**src/inc/ioxp_params.svh**
```systemverilog
// register offsets, reset values and field sizes of the port data register core
`ifndef IOXP_PARAMS_SVH
`define IOXP_PARAMS_SVH

`define IOXP_PORT_W        8
`define IOXP_CMD_W         4
`define IOXP_OFS_LEVEL0    4'h0
`define IOXP_OFS_LEVEL1    4'h1
`define IOXP_OFS_DRIVE0    4'h2
`define IOXP_OFS_DRIVE1    4'h3
`define IOXP_OFS_INVERT0   4'h4
`define IOXP_OFS_INVERT1   4'h5
`define IOXP_OFS_LAST_OWN  4'h5
`define IOXP_RST_DRIVE     8'hFF
`define IOXP_RST_INVERT    8'h00
`define IOXP_RST_READ      8'h00
`define IOXP_CMD_UPPER_W   4

`endif

```
**src/inc/ioxp_pkg.sv**
```systemverilog
// types shared by the port data register core
package ioxp_pkg;
    typedef logic [7:0] ioxp_byte_t;

    // one port's pin signals
    typedef struct packed {
        ioxp_byte_t level;
        ioxp_byte_t drive;
        ioxp_byte_t enable;
    } ioxp_pins_s;

    // register access from the serial target engine
    typedef struct packed {
        logic       cmd_valid;
        ioxp_byte_t cmd_byte;
        logic       wr_valid;
        ioxp_byte_t wr_data;
        logic       rd_req;
    } ioxp_req_s;

    // answer to a read request
    typedef struct packed {
        logic       valid;
        logic       nack;
        logic       own;
        ioxp_byte_t data;
    } ioxp_rsp_s;

    // state of the core apart from the reset release synchronizer
    typedef struct packed {
        ioxp_byte_t [1:0] drive;
        ioxp_byte_t [1:0] invert;
        ioxp_byte_t [1:0] sync_a;
        ioxp_byte_t [1:0] sync_b;
        logic [3:0]       ptr;
        logic             cmd_set;
        ioxp_rsp_s        rsp;
    } ioxp_state_s;
endpackage : ioxp_pkg

```
**src/hw/ioxp_port_regs.sv**
```systemverilog
// input, output and polarity inversion registers of a two-port expander
`include "ioxp_params.svh"

module ioxp_port_regs (
    // clock and reset
    input  wire logic               mclk_i,
    input  wire logic               arst_n_i,
    // direction bits, held by the configuration registers
    input  wire logic [7:0]         port0_direction_bits_i,
    input  wire logic [7:0]         port1_direction_bits_i,
    // register access from the serial target engine
    input  wire ioxp_pkg::ioxp_req_s req_i,
    output ioxp_pkg::ioxp_rsp_s      rsp_o,
    output logic [3:0]              cmd_ptr_o,
    // port pins
    input  wire logic [7:0]         port0_pin_i,
    input  wire logic [7:0]         port1_pin_i,
    output ioxp_pkg::ioxp_pins_s     port0_pins_o,
    output ioxp_pkg::ioxp_pins_s     port1_pins_o,
    // resolved register views
    output logic [7:0]              port0_sampled_levels_o,
    output logic [7:0]              port1_sampled_levels_o
);
    import ioxp_pkg::*;

    // ----------------------------------------------------------------
    // reset release
    // ----------------------------------------------------------------
    logic [1:0] rst_sync_reg;
    logic       rst_n;

    always_ff @(posedge mclk_i or negedge arst_n_i) begin
        if (!arst_n_i) begin
            rst_sync_reg <= 2'h0;
        end else begin
            rst_sync_reg <= {rst_sync_reg[0], 1'b1};
        end
    end
    assign rst_n = rst_sync_reg[1];

    // ----------------------------------------------------------------
    // pin view
    // ----------------------------------------------------------------
    ioxp_state_s state_reg;
    ioxp_state_s state_next;
    ioxp_byte_t  dir     [2];
    ioxp_byte_t  pin_in  [2];
    ioxp_byte_t  levels  [2];
    ioxp_pins_s  pins    [2];

    assign dir[0]    = port0_direction_bits_i;
    assign dir[1]    = port1_direction_bits_i;
    assign pin_in[0] = port0_pin_i;
    assign pin_in[1] = port1_pin_i;

    genvar p;
    generate
        for (p = 0; p < 2; p++) begin : g_port
            // level seen whatever the direction; inversion only where input
            assign levels[p] = state_reg.sync_b[p] ^ (state_reg.invert[p] & dir[p]);
            assign pins[p].level  = levels[p];
            assign pins[p].drive  = state_reg.drive[p] & ~dir[p];
            assign pins[p].enable = ~dir[p];
        end
    endgenerate

    assign port0_pins_o           = pins[0];
    assign port1_pins_o           = pins[1];
    assign port0_sampled_levels_o = levels[0];
    assign port1_sampled_levels_o = levels[1];
    assign rsp_o                  = state_reg.rsp;
    assign cmd_ptr_o              = state_reg.ptr;

    // ----------------------------------------------------------------
    // next state
    // ----------------------------------------------------------------
    always_comb begin
        logic       sel;
        logic [3:0] next_ptr;
        sel        = 1'b0;
        next_ptr   = 4'h0;
        state_next = state_reg;

        // pins sampled every clock, first stage feeds only the second
        state_next.sync_a[0] = port0_pin_i;
        state_next.sync_a[1] = port1_pin_i;
        state_next.sync_b    = state_reg.sync_a;

        state_next.rsp.valid = 1'b0;
        sel      = state_reg.ptr[0];
        next_ptr = {state_reg.ptr[3:1], ~state_reg.ptr[0]};

        if (req_i.cmd_valid) begin
            // upper nibble of the command byte is ignored
            state_next.ptr     = req_i.cmd_byte[3:0];
            state_next.cmd_set = 1'b1;
        end else if (req_i.wr_valid && state_reg.cmd_set) begin
            case (state_reg.ptr)
                `IOXP_OFS_DRIVE0, `IOXP_OFS_DRIVE1: begin
                    state_next.drive[sel] = req_i.wr_data;
                end
                `IOXP_OFS_INVERT0, `IOXP_OFS_INVERT1: begin
                    state_next.invert[sel] = req_i.wr_data;
                end
                default: begin
                    // input registers and foreign offsets: nothing stored
                    state_next.drive = state_reg.drive;
                end
            endcase
            state_next.ptr = next_ptr;
        end else if (req_i.rd_req) begin
            state_next.rsp.valid = 1'b1;
            state_next.rsp.data  = `IOXP_RST_READ;
            state_next.rsp.own   = 1'b0;
            state_next.rsp.nack  = ~state_reg.cmd_set;
            if (state_reg.cmd_set) begin
                state_next.rsp.own = (state_reg.ptr <= `IOXP_OFS_LAST_OWN);
                case (state_reg.ptr)
                    `IOXP_OFS_LEVEL0, `IOXP_OFS_LEVEL1: begin
                        state_next.rsp.data = levels[sel];
                    end
                    `IOXP_OFS_DRIVE0, `IOXP_OFS_DRIVE1: begin
                        state_next.rsp.data = state_reg.drive[sel];
                    end
                    `IOXP_OFS_INVERT0, `IOXP_OFS_INVERT1: begin
                        state_next.rsp.data = state_reg.invert[sel];
                    end
                    default: begin
                        state_next.rsp.data = `IOXP_RST_READ;
                    end
                endcase
                state_next.ptr = next_ptr;
            end
        end
    end

    // ----------------------------------------------------------------
    // state register
    // ----------------------------------------------------------------
    always_ff @(posedge mclk_i or negedge rst_n) begin
        if (!rst_n) begin
            state_reg           <= '0;
            state_reg.drive[0]  <= `IOXP_RST_DRIVE;
            state_reg.drive[1]  <= `IOXP_RST_DRIVE;
            state_reg.invert[0] <= `IOXP_RST_INVERT;
            state_reg.invert[1] <= `IOXP_RST_INVERT;
        end else begin
            state_reg <= state_next;
        end
    end

endmodule : ioxp_port_regs

```
**config.mk**
```make
export PLATFORM = sky130hd
export DESIGN_NAME = ioxp_port_regs
export DESIGN_NICKNAME = d
export VERILOG_FILES = /design/src/inc/ioxp_pkg.sv /design/src/hw/ioxp_port_regs.sv
export VERILOG_INCLUDE_DIRS = /design/src /design/src/inc
export SDC_FILE = /design/constraint.sdc
export NUM_CORES = 1
export LEC_CHECK = 0
export BUFFER_PORTS_ARGS = -buffer_cell sky130_fd_sc_hd__buf_2
export CELL_PAD_IN_SITES_DETAIL_PLACEMENT = 0
export CELL_PAD_IN_SITES_GLOBAL_PLACEMENT = 1
export CORE_ASPECT_RATIO = 1.4
export CORE_MARGIN = 5
export CORE_UTILIZATION = 30
export DETAILED_ROUTE_END_ITERATION = 16
export GPL_TIMING_DRIVEN = 0
export MAX_ROUTING_LAYER = met4
export PLACE_DENSITY_LB_ADDON = 0.1
export SYNTH_ARGS = -nofsm -noshare
export SYNTH_HDL_FRONTEND = slang
export SYNTH_SLANG_ARGS = --single-unit
```
**constraint.sdc**
```tcl
create_clock -name mclk_i -period 4 [get_ports mclk_i]
set_input_delay 0.4 -clock mclk_i [delete_from_list [all_inputs] [get_ports mclk_i]]
set_output_delay 0.4 -clock mclk_i [all_outputs]
set_load 0.005 [all_outputs]
```
* Word level (Yosys, flattened, before mapping)
Cells that the tools add are included.
Storage, ports and cells: logic and storage cells 70, flip-flop bits (word level) 82, output and inout bits 79
Cells by class: multiplexer cells 20, equal/unequal tests 5, reduce and logical (&&, ||, !) cells 12, order comparisons 4, bitwise logic cells 13
Operators with widths (count):
- $mux W8 | 8
- $mux W11 | 3
- $and A8 B8 Y8 | 4
- $bwmux W16 | 2
- $pmux W8 S3 | 1
- $not A8 Y8 | 2
- $xor A8 B8 Y8 | 2
- $mux W9 | 1
- $reduce_and A3 Y1 | 3
- $demux W8 S1 | 1
- $eq A4 B2 Y1 const B | 2
- $eq A4 B3 Y1 const B | 2
- $reduce_bool A3 Y1 | 2
- $reduce_or A2 Y1 | 3
- $eq A4 B1 Y1 const B | 1
- $le A4 B3 Y1 const B | 1
- $logic_not A4 Y1 | 1
- $mux W4 | 1
- $not A1 Y1 | 4
- $mux W1 | 3
- $ge A2 B2 Y1 const B | 1
- $logic_and A1 B1 Y1 | 2
- $lt A1 B2 Y1 const B | 1
- $not A1 Y2 | 1
- other kinds (2) | 2

* Depth between registers and ports, before layout
Gate-level depths: netlist of run 1.
word-level depth 10, depth in mapped cells 6, depth with buffers taken out 4

* Worst setup path before layout of run 1
Ideal clock, no wire load.
kind input to register, from input req_i[18] (netlist name), to register state_reg[48] (netlist name), path slack 2.379 ns, cell stages on the path 5, library setup time 0.125 ns, arrival 1.496 ns, path buffers 2, cells stage by stage buf_6 and4bb_4 and4bb_1 buf_6 mux2_2
On the way: word-level cells in the longest chain between the ends 2
RTL lines:
- start, declared | RTL line ioxp_port_regs.sv:12 | input wire ioxp_pkg::ioxp_req_s req_i,
- $not A1 Y1 (no line)
- $reduce_and A3 Y1 (no line)
- end signal, assigned | RTL line ioxp_port_regs.sv:148 | state_reg <= state_next;
- end, declared | RTL line ioxp_port_regs.sv:44 | ioxp_state_s state_reg;
No other way between the ends. A chain may end at the register's enable or synchronous reset.

* Final worst setup path of run 1
from register state_reg (netlist bit cmd_ptr_o[1]), to register state_reg (netlist bit rsp_o[7])
On the way: word-level cells in the longest chain between the ends 4, elaborated cells on any way between the ends 11, classes of those cells eq/ne: 5; mux: 2; reduce/logical: 4
RTL lines:
- $eq A4 B3 Y1 (tied with other cells) | RTL line ioxp_port_regs.sv:118 | case (state_reg.ptr)
- $reduce_or A2 Y1 | RTL line ioxp_port_regs.sv:118
- $pmux W8 S3 (*) | RTL line ioxp_port_regs.sv:118
- $mux W9 (*) | RTL line ioxp_port_regs.sv:116 | if (state_reg.cmd_set) begin
Mark *: on every way between the ends. The rest lies on a longest branch, timed or not.

==> results of run 1 <==
## routing by layer
layer  routed length [µm]  global-route usage, %
met2                 5466                  25.57
met3                  525                  2.800
met4                  212                  5.182
met1                 4622                  17.67
met5                    0                      -
## kinds of logic (layout without fill, tap and decap cells)
group           count (synthesis)  in the layout
compound gates                 45             45
xor+xnor                       17             17
flops                          82             82
other cells                     1              1
simple gates                  113            113
buf+inv                        63            207
mux                            34             34
## critical path, stage by stage, from the launching register on
cell and delay [ns]:
dfrtp_1 0.42, clkbuf_1 0.32, nand2_1 0.13, nand4b_1 0.56
a31oi_1 0.57, a22o_1 0.19
## Yosys cell counts (2+ instances only)
cell type and count:
and2b_1 4, o21ai_0 19, buf_6 2, nor2b_1 44, a22o_1 8, buf_2 5, a31oi_1 7, nand2_1 32
a21oi_1 9, inv_1 20, clkbuf_1 5, dfstp_2 16, nand4_1 7, nand2b_1 2, xnor2_1 16, nand3_1 16
dfrtp_1 66, mux2_2 34, buf_4 31
## placed cells by master (no fill, tap or decap), types with 2 or more instances in the layout
master and count:
buf_2 131, dfrtp_1 65, nor2b_1 44, mux2_2 34, nand2_1 32, buf_4 31, inv_1 20, o21ai_0 19
xnor2_1 16, nand3_1 16, dfstp_2 16, a21oi_1 9, clkbuf_16 9, a22o_1 8, a31oi_1 7, nand4_1 7
clkbuf_1 5, and2b_1 4, clkinvlp_4 3, buf_6 2, nand2b_1 2
## layout make-up
cell class,instances,area (µm²)
Buffer,43,299.0
Clock buffer,10,239.0
Clock inverter,6,66.31
Fill cell,1294,7737
Inverter,20,75.07
Multi-Input combinational cell,210,1461
Sequential cell,82,2076
Tap cell,153,191.4
Timing Repair Buffer,128,668.1
## worst paths after layout
| path | endpoint | slack [ns] | cells past startpoint |
|---|---|---|---|
| worst min-delay path | state_next[28] | 0.17 | 1 |
| worst max-delay path | rsp_o[7] | 1.74 | 5 |
| max in group asynchronous | state_reg[72] | 3.06 | 1 |
| worst min register to register | state_next[18] | 0.27 | 0 |
| worst max register to register | rsp_o[7] | 1.74 | 5 |
| min in group asynchronous | state_next[18] | 0.27 | 0 |
## report_power, final
part | internal [W] | leakage [nW] | total [W] | switching, W
registers | 0.00101 | 0.970 | 0.00111 | 0.000104
clock network | 0.000501 | 0.141 | 0.000841 | 0.000341
logic | 0.000349 | 1.37 | 0.000608 | 0.000259
total | 0.00185 | 2.48 | 0.00256 | 0.000704
## stage by stage
step                      setup slack, ns  hold WS [ns]  cells  util (%)  power, W
after floorplan                     1.575        0.1044    355         -  0.001481
after global placement             0.4130        0.1854    634     36.91  0.001733
after detailed placement            1.723        0.1865    635     37.15  0.001747
after CTS                           1.707        0.1522    652     39.62  0.002607
after global routing                1.573        0.1495    652     39.62  0.002714
final                               1.745        0.1680    652     39.62  0.002559
==> results.txt, run 1 <==
Sequential area share after synthesis -> 53.03%
CTS hold repair buffers -> 1
Worst-path maximum fanout -> 10
Max Clock Skew -> 0.005769 ns
Max reg flops -> 49
Startpoint Class -> flip-flop
Layout area overhead -> 29.91%
Status -> completed
Leak -> 2.480 nW
Clk sink count -> 82
# H-tree levels -> 3
Synth Warn # -> 0
Synth Area in Adders -> 0%
Simple-Gate Fraction of Synth Area -> 16.75%
Leading post-synthesis cells by cell area -> dfrtp_1 42%, dfstp_2 11%, mux2_2 9.8%
Initial DRC Count -> 67
Max Cap Viol -> 0
Initial Util -> 30.50%
Slew @ Worst Pin -> 0.6970 ns
Mux cell area share after synthesis -> 9.798%
CP endpoint kind -> flip-flop
Wire length per cell -> 16.60 µm
Pin count of the biggest net entering global routing -> 53
Largest family of logic cells by synthesized area -> simple AND/OR/NAND/NOR gates
Max Slew Vio Count -> 0
Grt ovf -> 0
Syn_area_per_cell -> 11.01 µm²
Routed vias/inst -> 4.575
Crit Reg-Reg Startpoint -> cmd_ptr_o[1]
Final wirelength -> 10.83 mm
Gpl congestion -> 0.7617
CORE AREA -> 12,810 µm²
Port buffer count -> 126
Hold Crit Class -> input pin to flip-flop
Final antenna-violating net count -> 0
Antenna diodes -> 0
Die X -> 106.5 µm
Layout cells sized above 1 -> 47.49%
P per Cell Area -> 504.0 nW/µm²
Die height -> 145.0 µm
Number of flops mapped to enable cells by yosys -> 0
CP arrival -> 2.52 ns
RSZ-0062 raised after global routing -> no
Mapped Cells -> 355
Vias in the first global route -> 3,245
DRC -> 0
Crit. Startpoint -> cmd_ptr_o[1]
Setup Crit Path Kind -> flip-flop to flip-flop
Setup TNS -> 0 ns
Slew Limit Headroom -> 53.36%
#FFs+latches synth -> 82
Root Buffer -> clkbuf_16
Post-DP Area -> 4761 µm²
Via count -> 2,983
Post-synthesis cell type count -> 31
Ys async rst share -> 100.0%
# IOs -> 132
CTS tree -> yes
Main flop type after synthesis -> dfrtp_1
Final setup fails -> 0
Post-Syn Area -> 3907 µm²
VDD IR max -> 0.1814 mV
Post-CTS setup buffer count -> 0
Min cycle time layout -> 2.255 ns
Die footprint -> 15,440 µm²
Post-DP HPWL -> 7.844 mm
Post-Synth XOR/XNOR Area -> 3.810%
Antenna violations before repair -> 0
First-pass GRT wire length -> 17.33 mm
Rows -> 49
Final hold violations -> 0
Fmax -> 443.4 MHz
Clock Latency Late Sink -> 0.33 ns
Top-area cell type share of the netlist area -> 42.27%
DR pass1 iterations -> 4
Compound-cell area share of the yosys netlist -> 6.948%
Cell taking the most area after synthesis -> dfrtp_1
Final instance area -> 5076 µm²
Num CTS Buffers -> 9
CTS max path bufs -> 2
Fin crit share -> 56.39%
Post-synth net total -> 408
HP Start -> port1_pin_i[4]
Layout Nets -> 547
Reg clk slew, reported paths -> 0.06 ns
Post-CTS sizing -> 0
Gr usage total -> 15.00%
Req. time, crit path -> 4.27 ns
Note: power is estimated with default switching activity, not from simulation.
==> run 2: changes to the inputs <==
==> constraint.sdc (replaced) <==
create_clock -name mclk_i -period 2.15 [get_ports mclk_i]
set_input_delay 0.215 -clock mclk_i [delete_from_list [all_inputs] [get_ports mclk_i]]
set_output_delay 0.215 -clock mclk_i [all_outputs]
set_load 0.005 [all_outputs]
==> results.txt, run 2 (synthesis gave the netlist of run 1 again) <==
Status -> completed
Multi-input logic area -> 1468 µm²
Pin count of the biggest net entering global routing -> 43
Gr usage total -> 15.06%
Clock Latency Late Sink -> 0.33 ns
# IOs -> 132
Num CTS Buffers -> 9
Min cycle time layout -> 1.940 ns
Die footprint -> 15,440 µm²
Fillers -> 1,281
Non-Filler Instances -> 668
Die X -> 106.5 µm
Fin crit share -> 90.23%
Layout cells sized above 1 -> 46.02%
Worst Hold Depth -> 1
Via count -> 3,045
DRC -> 0
Slew @ Worst Pin -> 0.7678 ns
Crit path largest cell delay -> 0.62 ns
Sequence of cells on the critical path -> nor2_1 -> buf_2 -> nand3_1 -> a31oi_1 -> a22o_1
Leading cell type in the layout, fill and taps excluded -> buf_2
Startpoint Class -> flip-flop
Antenna diodes -> 0
Max Slew Vio Count -> 0
Slew Limit Headroom -> 48.63%
Clk sink count -> 82
End-of-flow core utilization -> 40.86%
Final hold violations -> 0
Crit-path slowest cell -> nor2_1
HP Start -> port1_pin_i[6]
R2R depth -> 5
Setup Crit Path Kind -> flip-flop to flip-flop
Fmax -> 515.5 MHz
Port buffer count -> 126
Sequential cell area -> 2076 µm²
Crit. Startpoint -> cmd_ptr_o[1]
CTS tree -> yes
CP endpoint kind -> flip-flop
Placed cell count -> 635
Layout Nets -> 563
Rows -> 49
Antenna violations before repair -> 0
Grt ovf -> 0
Hold Crit Class -> input pin to flip-flop
Routed vias/inst -> 4.558
Final wirelength -> 10.88 mm
Final antenna-violating net count -> 0
Post-DP Area -> 4761 µm²
Wire length per cell -> 16.29 µm
CTS max path bufs -> 2
RSZ-0062 raised after global routing -> no
Req. time, crit path -> 2.42 ns
Layout area overhead -> 33.97%
Max Cap Viol -> 0
Leak -> 2.548 nW
CORE AREA -> 12,810 µm²
Initial Util -> 30.50%
Die height -> 145.0 µm
VDD IR max -> 0.3695 mV
Final instance area -> 5235 µm²
DR pass1 iterations -> 4
Vias in the first global route -> 3,189
Overall power -> 0.004731 W
Max Clock Skew -> 0.008957 ns
Gpl congestion -> 0.7757
Worst-path maximum fanout -> 10
Root Buffer -> clkbuf_16
Post-DP HPWL -> 7.842 mm
Hold Worst Slack -> 0.01448 ns
# H-tree levels -> 3
P per Cell Area -> 903.8 nW/µm²
First-pass GRT wire length -> 17.39 mm
Max reg flops -> 49
Initial DRC Count -> 79
Crit Reg-Reg Startpoint -> cmd_ptr_o[1]
Reg clk slew, reported paths -> 0.06 ns
CP arrival -> 2.21 ns
Commonest non-fill, non-tap cells in the layout -> 131 x buf_2, 65 x dfrtp_1, 44 x nor2b_1
Final setup fails -> 0
-- run 2: timing repair --
item	4_1_cts	5_1_grt
endpoints found under the hold margin	17	0
resized for setup	1	0
buffers inserted	1	0
hold buffers	16	0
setup endpoints to repair	1	0
-- run 2: critical path: cells and delay by family (launching register included) --
family	cells	cell delay [ns]
AO/OA/AOI/OAI	2	0.32
buffers and inverters	1	0.40
flip-flops	1	0.41
AND/OR/NAND/NOR	2	0.74
-- run 2: routing by layer --
metal | GRT usage (%) | routed length [µm] | part of all wire (%)
met2 | 25.89 | 5560 | 51
met4 | 4.415 | 104 | 0.96
met3 | 2.622 | 564 | 5.2
met5 | - | 0 | 0
met1 | 18.03 | 4651 | 43
-- run 2: layout make-up --
class,instances,share of cell area (%)
clock buffers,11,4.446
flip-flops and latches,82,39.65
inverters,20,1.434
well taps,153,3.657
repair buffers,144,16.01
multi-input cells,210,28.04
plain buffers,43,5.712
clock inverters,5,1.052
-- run 2: path summary, 6_finish.rpt --
kind,end,slack (ns)
worst max-delay path,rsp_o[4],0.21
worst min-delay path,state_next[30],0.01
worst max register to register,rsp_o[4],0.21
worst min register to register,state_next[19],0.31
max in group asynchronous,state_reg[65],1.18
min in group asynchronous,rst_sync_reg[1],0.19
-- run 2: where the power goes --
part           internal [W]  switching, W
Combinational      0.000669      0.000487
Clock              0.000897      0.000614
Sequential          0.00187      0.000194
Total               0.00344       0.00129
-- run 2: metrics by stage --
step,setup TNS (ns),setup WS (ns)
4_1_cts,0,0.1666
5_1_grt,0,0.04219
3_3_place_gp,-0.1470,-0.1470
6_report,0,0.2101
3_5_place_dp,-0.1112,-0.1112
2_1_floorplan,0,0.6251
==> run 3: changes to the inputs <==
--- a/config.mk
+++ b/config.mk
@@ -14,8 +14,8 @@
 export CORE_UTILIZATION = 30
 export DETAILED_ROUTE_END_ITERATION = 16
 export GPL_TIMING_DRIVEN = 0
-export MAX_ROUTING_LAYER = met4
 export PLACE_DENSITY_LB_ADDON = 0.1
+export SLEW_MARGIN = 20
 export SYNTH_ARGS = -nofsm -noshare
 export SYNTH_HDL_FRONTEND = slang
 export SYNTH_SLANG_ARGS = --single-unit
==> results.txt, run 3 (synthesis gave the netlist of run 1 again) <==
Clk sink count -> 82
Post-DP HPWL -> 7.842 mm
Commonest non-fill, non-tap cells in the layout -> 131 x buf_2, 65 x dfrtp_1, 44 x nor2b_1
Wire length per cell -> 16.29 µm
Slew Limit Headroom -> 48.50%
Status -> completed
Via count -> 3,039
Setup Crit Path Kind -> flip-flop to flip-flop
Crit Reg-Reg Startpoint -> cmd_ptr_o[1]
HP Start -> port1_pin_i[6]
Die footprint -> 15,440 µm²
Layout cells sized above 1 -> 46.02%
# IOs -> 132
Worst-path maximum fanout -> 10
CORE AREA -> 12,810 µm²
Leak -> 2.548 nW
Antenna violations before repair -> 0
Die height -> 145.0 µm
FF-to-FF End -> rsp_o[4]
P per Cell Area -> 904.2 nW/µm²
Fin crit share -> 90.36%
Reg clk slew, reported paths -> 0.06 ns
Max Cap Viol -> 0
Gr usage total -> 14.66%
Hold Crit Class -> input pin to flip-flop
Final antenna-violating net count -> 0
Initial Util -> 30.50%
Layout area overhead -> 33.97%
Final hold violations -> 0
Final setup fails -> 0
CTS tree -> yes
Startpoint Class -> flip-flop
# H-tree levels -> 3
Fillers -> 1,281
Layout Nets -> 563
Routed vias/inst -> 4.549
Final wirelength -> 10.88 mm
Max reg flops -> 49
Worst Hold Path EP -> state_next[30]
Slew @ Worst Pin -> 0.7696 ns
Max Slew Vio Count -> 0
VDD IR max -> 0.3695 mV
Antenna diodes -> 0
Vias in the first global route -> 3,194
Clock Latency Late Sink -> 0.34 ns
R2r setup slk -> 0.21 ns
End-of-flow core utilization -> 40.86%
Grt ovf -> 0
Non-Filler Instances -> 668
Initial DRC Count -> 64
Num CTS Buffers -> 9
Placed cell count -> 635
Fmax -> 514.8 MHz
Rows -> 49
First-pass GRT wire length -> 17.41 mm
Gpl congestion -> 0.7655
Die X -> 106.5 µm
Root Buffer -> clkbuf_16
Worst Hold Depth -> 1
Hold Worst Slack -> 0.01327 ns
Pin count of the biggest net entering global routing -> 43
DR pass1 iterations -> 4
Port buffer count -> 126
R2R depth -> 5
CTS max path bufs -> 2
CP endpoint kind -> flip-flop
Overall power -> 0.004734 W
RSZ-0062 raised after global routing -> no
Min cycle time layout -> 1.943 ns
Leading cell type in the layout, fill and taps excluded -> buf_2
DRC -> 0
CP arrival -> 2.21 ns
Req. time, crit path -> 2.42 ns
Max Clock Skew -> 0.009714 ns
run 3: cell counts in the layout (fill, tap and decap cells not counted):
Identical to the previous run, type by type.
run 3: power breakdown:
part	switching (W)	total, W	leakage [nW]	internal [W]
clock network	0.000617	0.00151	0.136	0.000897
registers	0.000194	0.00206	0.970	0.00187
logic	0.000487	0.00116	1.44	0.000669
run 3: final cells by class:
type	count	area, µm²	area share [%]
Buffer	43	299.0	5.712
Clock buffer	11	232.7	4.446
Clock inverter	5	55.05	1.052
Inverter	20	75.07	1.434
Multi-Input combinational cell	210	1468	28.04
Sequential cell	82	2076	39.65
Tap cell	153	191.4	3.657
Timing Repair Buffer	144	838.3	16.01
run 3: metrics by stage:
step / setup TNS, ns / area [µm²] / setup slack (ns)
2_1_floorplan: 0 / 3909 / 0.6251
3_3_place_gp: -0.1470 / 4731 / -0.1470
3_5_place_dp: -0.1112 / 4761 / -0.1112
4_1_cts: 0 / 5235 / 0.1666
5_1_grt: 0 / 5235 / 0.04196
6_report: 0 / 5235 / 0.2073
run 3: layer usage:
| metal | vias to the layer above | GRT usage (%) | routed length [µm] |
|---|---|---|---|
| li1 | 1471 | - | - |
| met5 | - | 0 | 0 |
| met2 | 85 | 25.89 | 5546 |
| met4 | 0 | 3.839 | 87 |
| met3 | 7 | 3.244 | 607 |
| met1 | 1476 | 17.98 | 4641 |
run 3: what timing repair did:
item                                    4_1_cts  5_1_grt
resized for setup                             1        0
endpoints found under the setup margin        1        0
endpoints found under the hold margin        17        0
setup buffers                                 1        0
hold buffers                                 16        0
run 3: critical path: stages, from the launching register on:
cell     delay [ns]
dfrtp_1        0.41
nor2_1         0.62
buf_2          0.40
nand3_1        0.12
a31oi_1        0.18
a22o_1         0.14
run 3: how the worst max path moves through the flow:
stage                 startpoint       endpoint  depth (start not counted)
floorplan           cmd_ptr_o[3]  state_reg[48]                          4
global placement    cmd_ptr_o[1]       rsp_o[7]                          5
detailed placement  cmd_ptr_o[1]       rsp_o[7]                          5
CTS                 cmd_ptr_o[1]       rsp_o[4]                          5
global route        cmd_ptr_o[1]       rsp_o[4]                          5
finish              cmd_ptr_o[1]       rsp_o[4]                          5
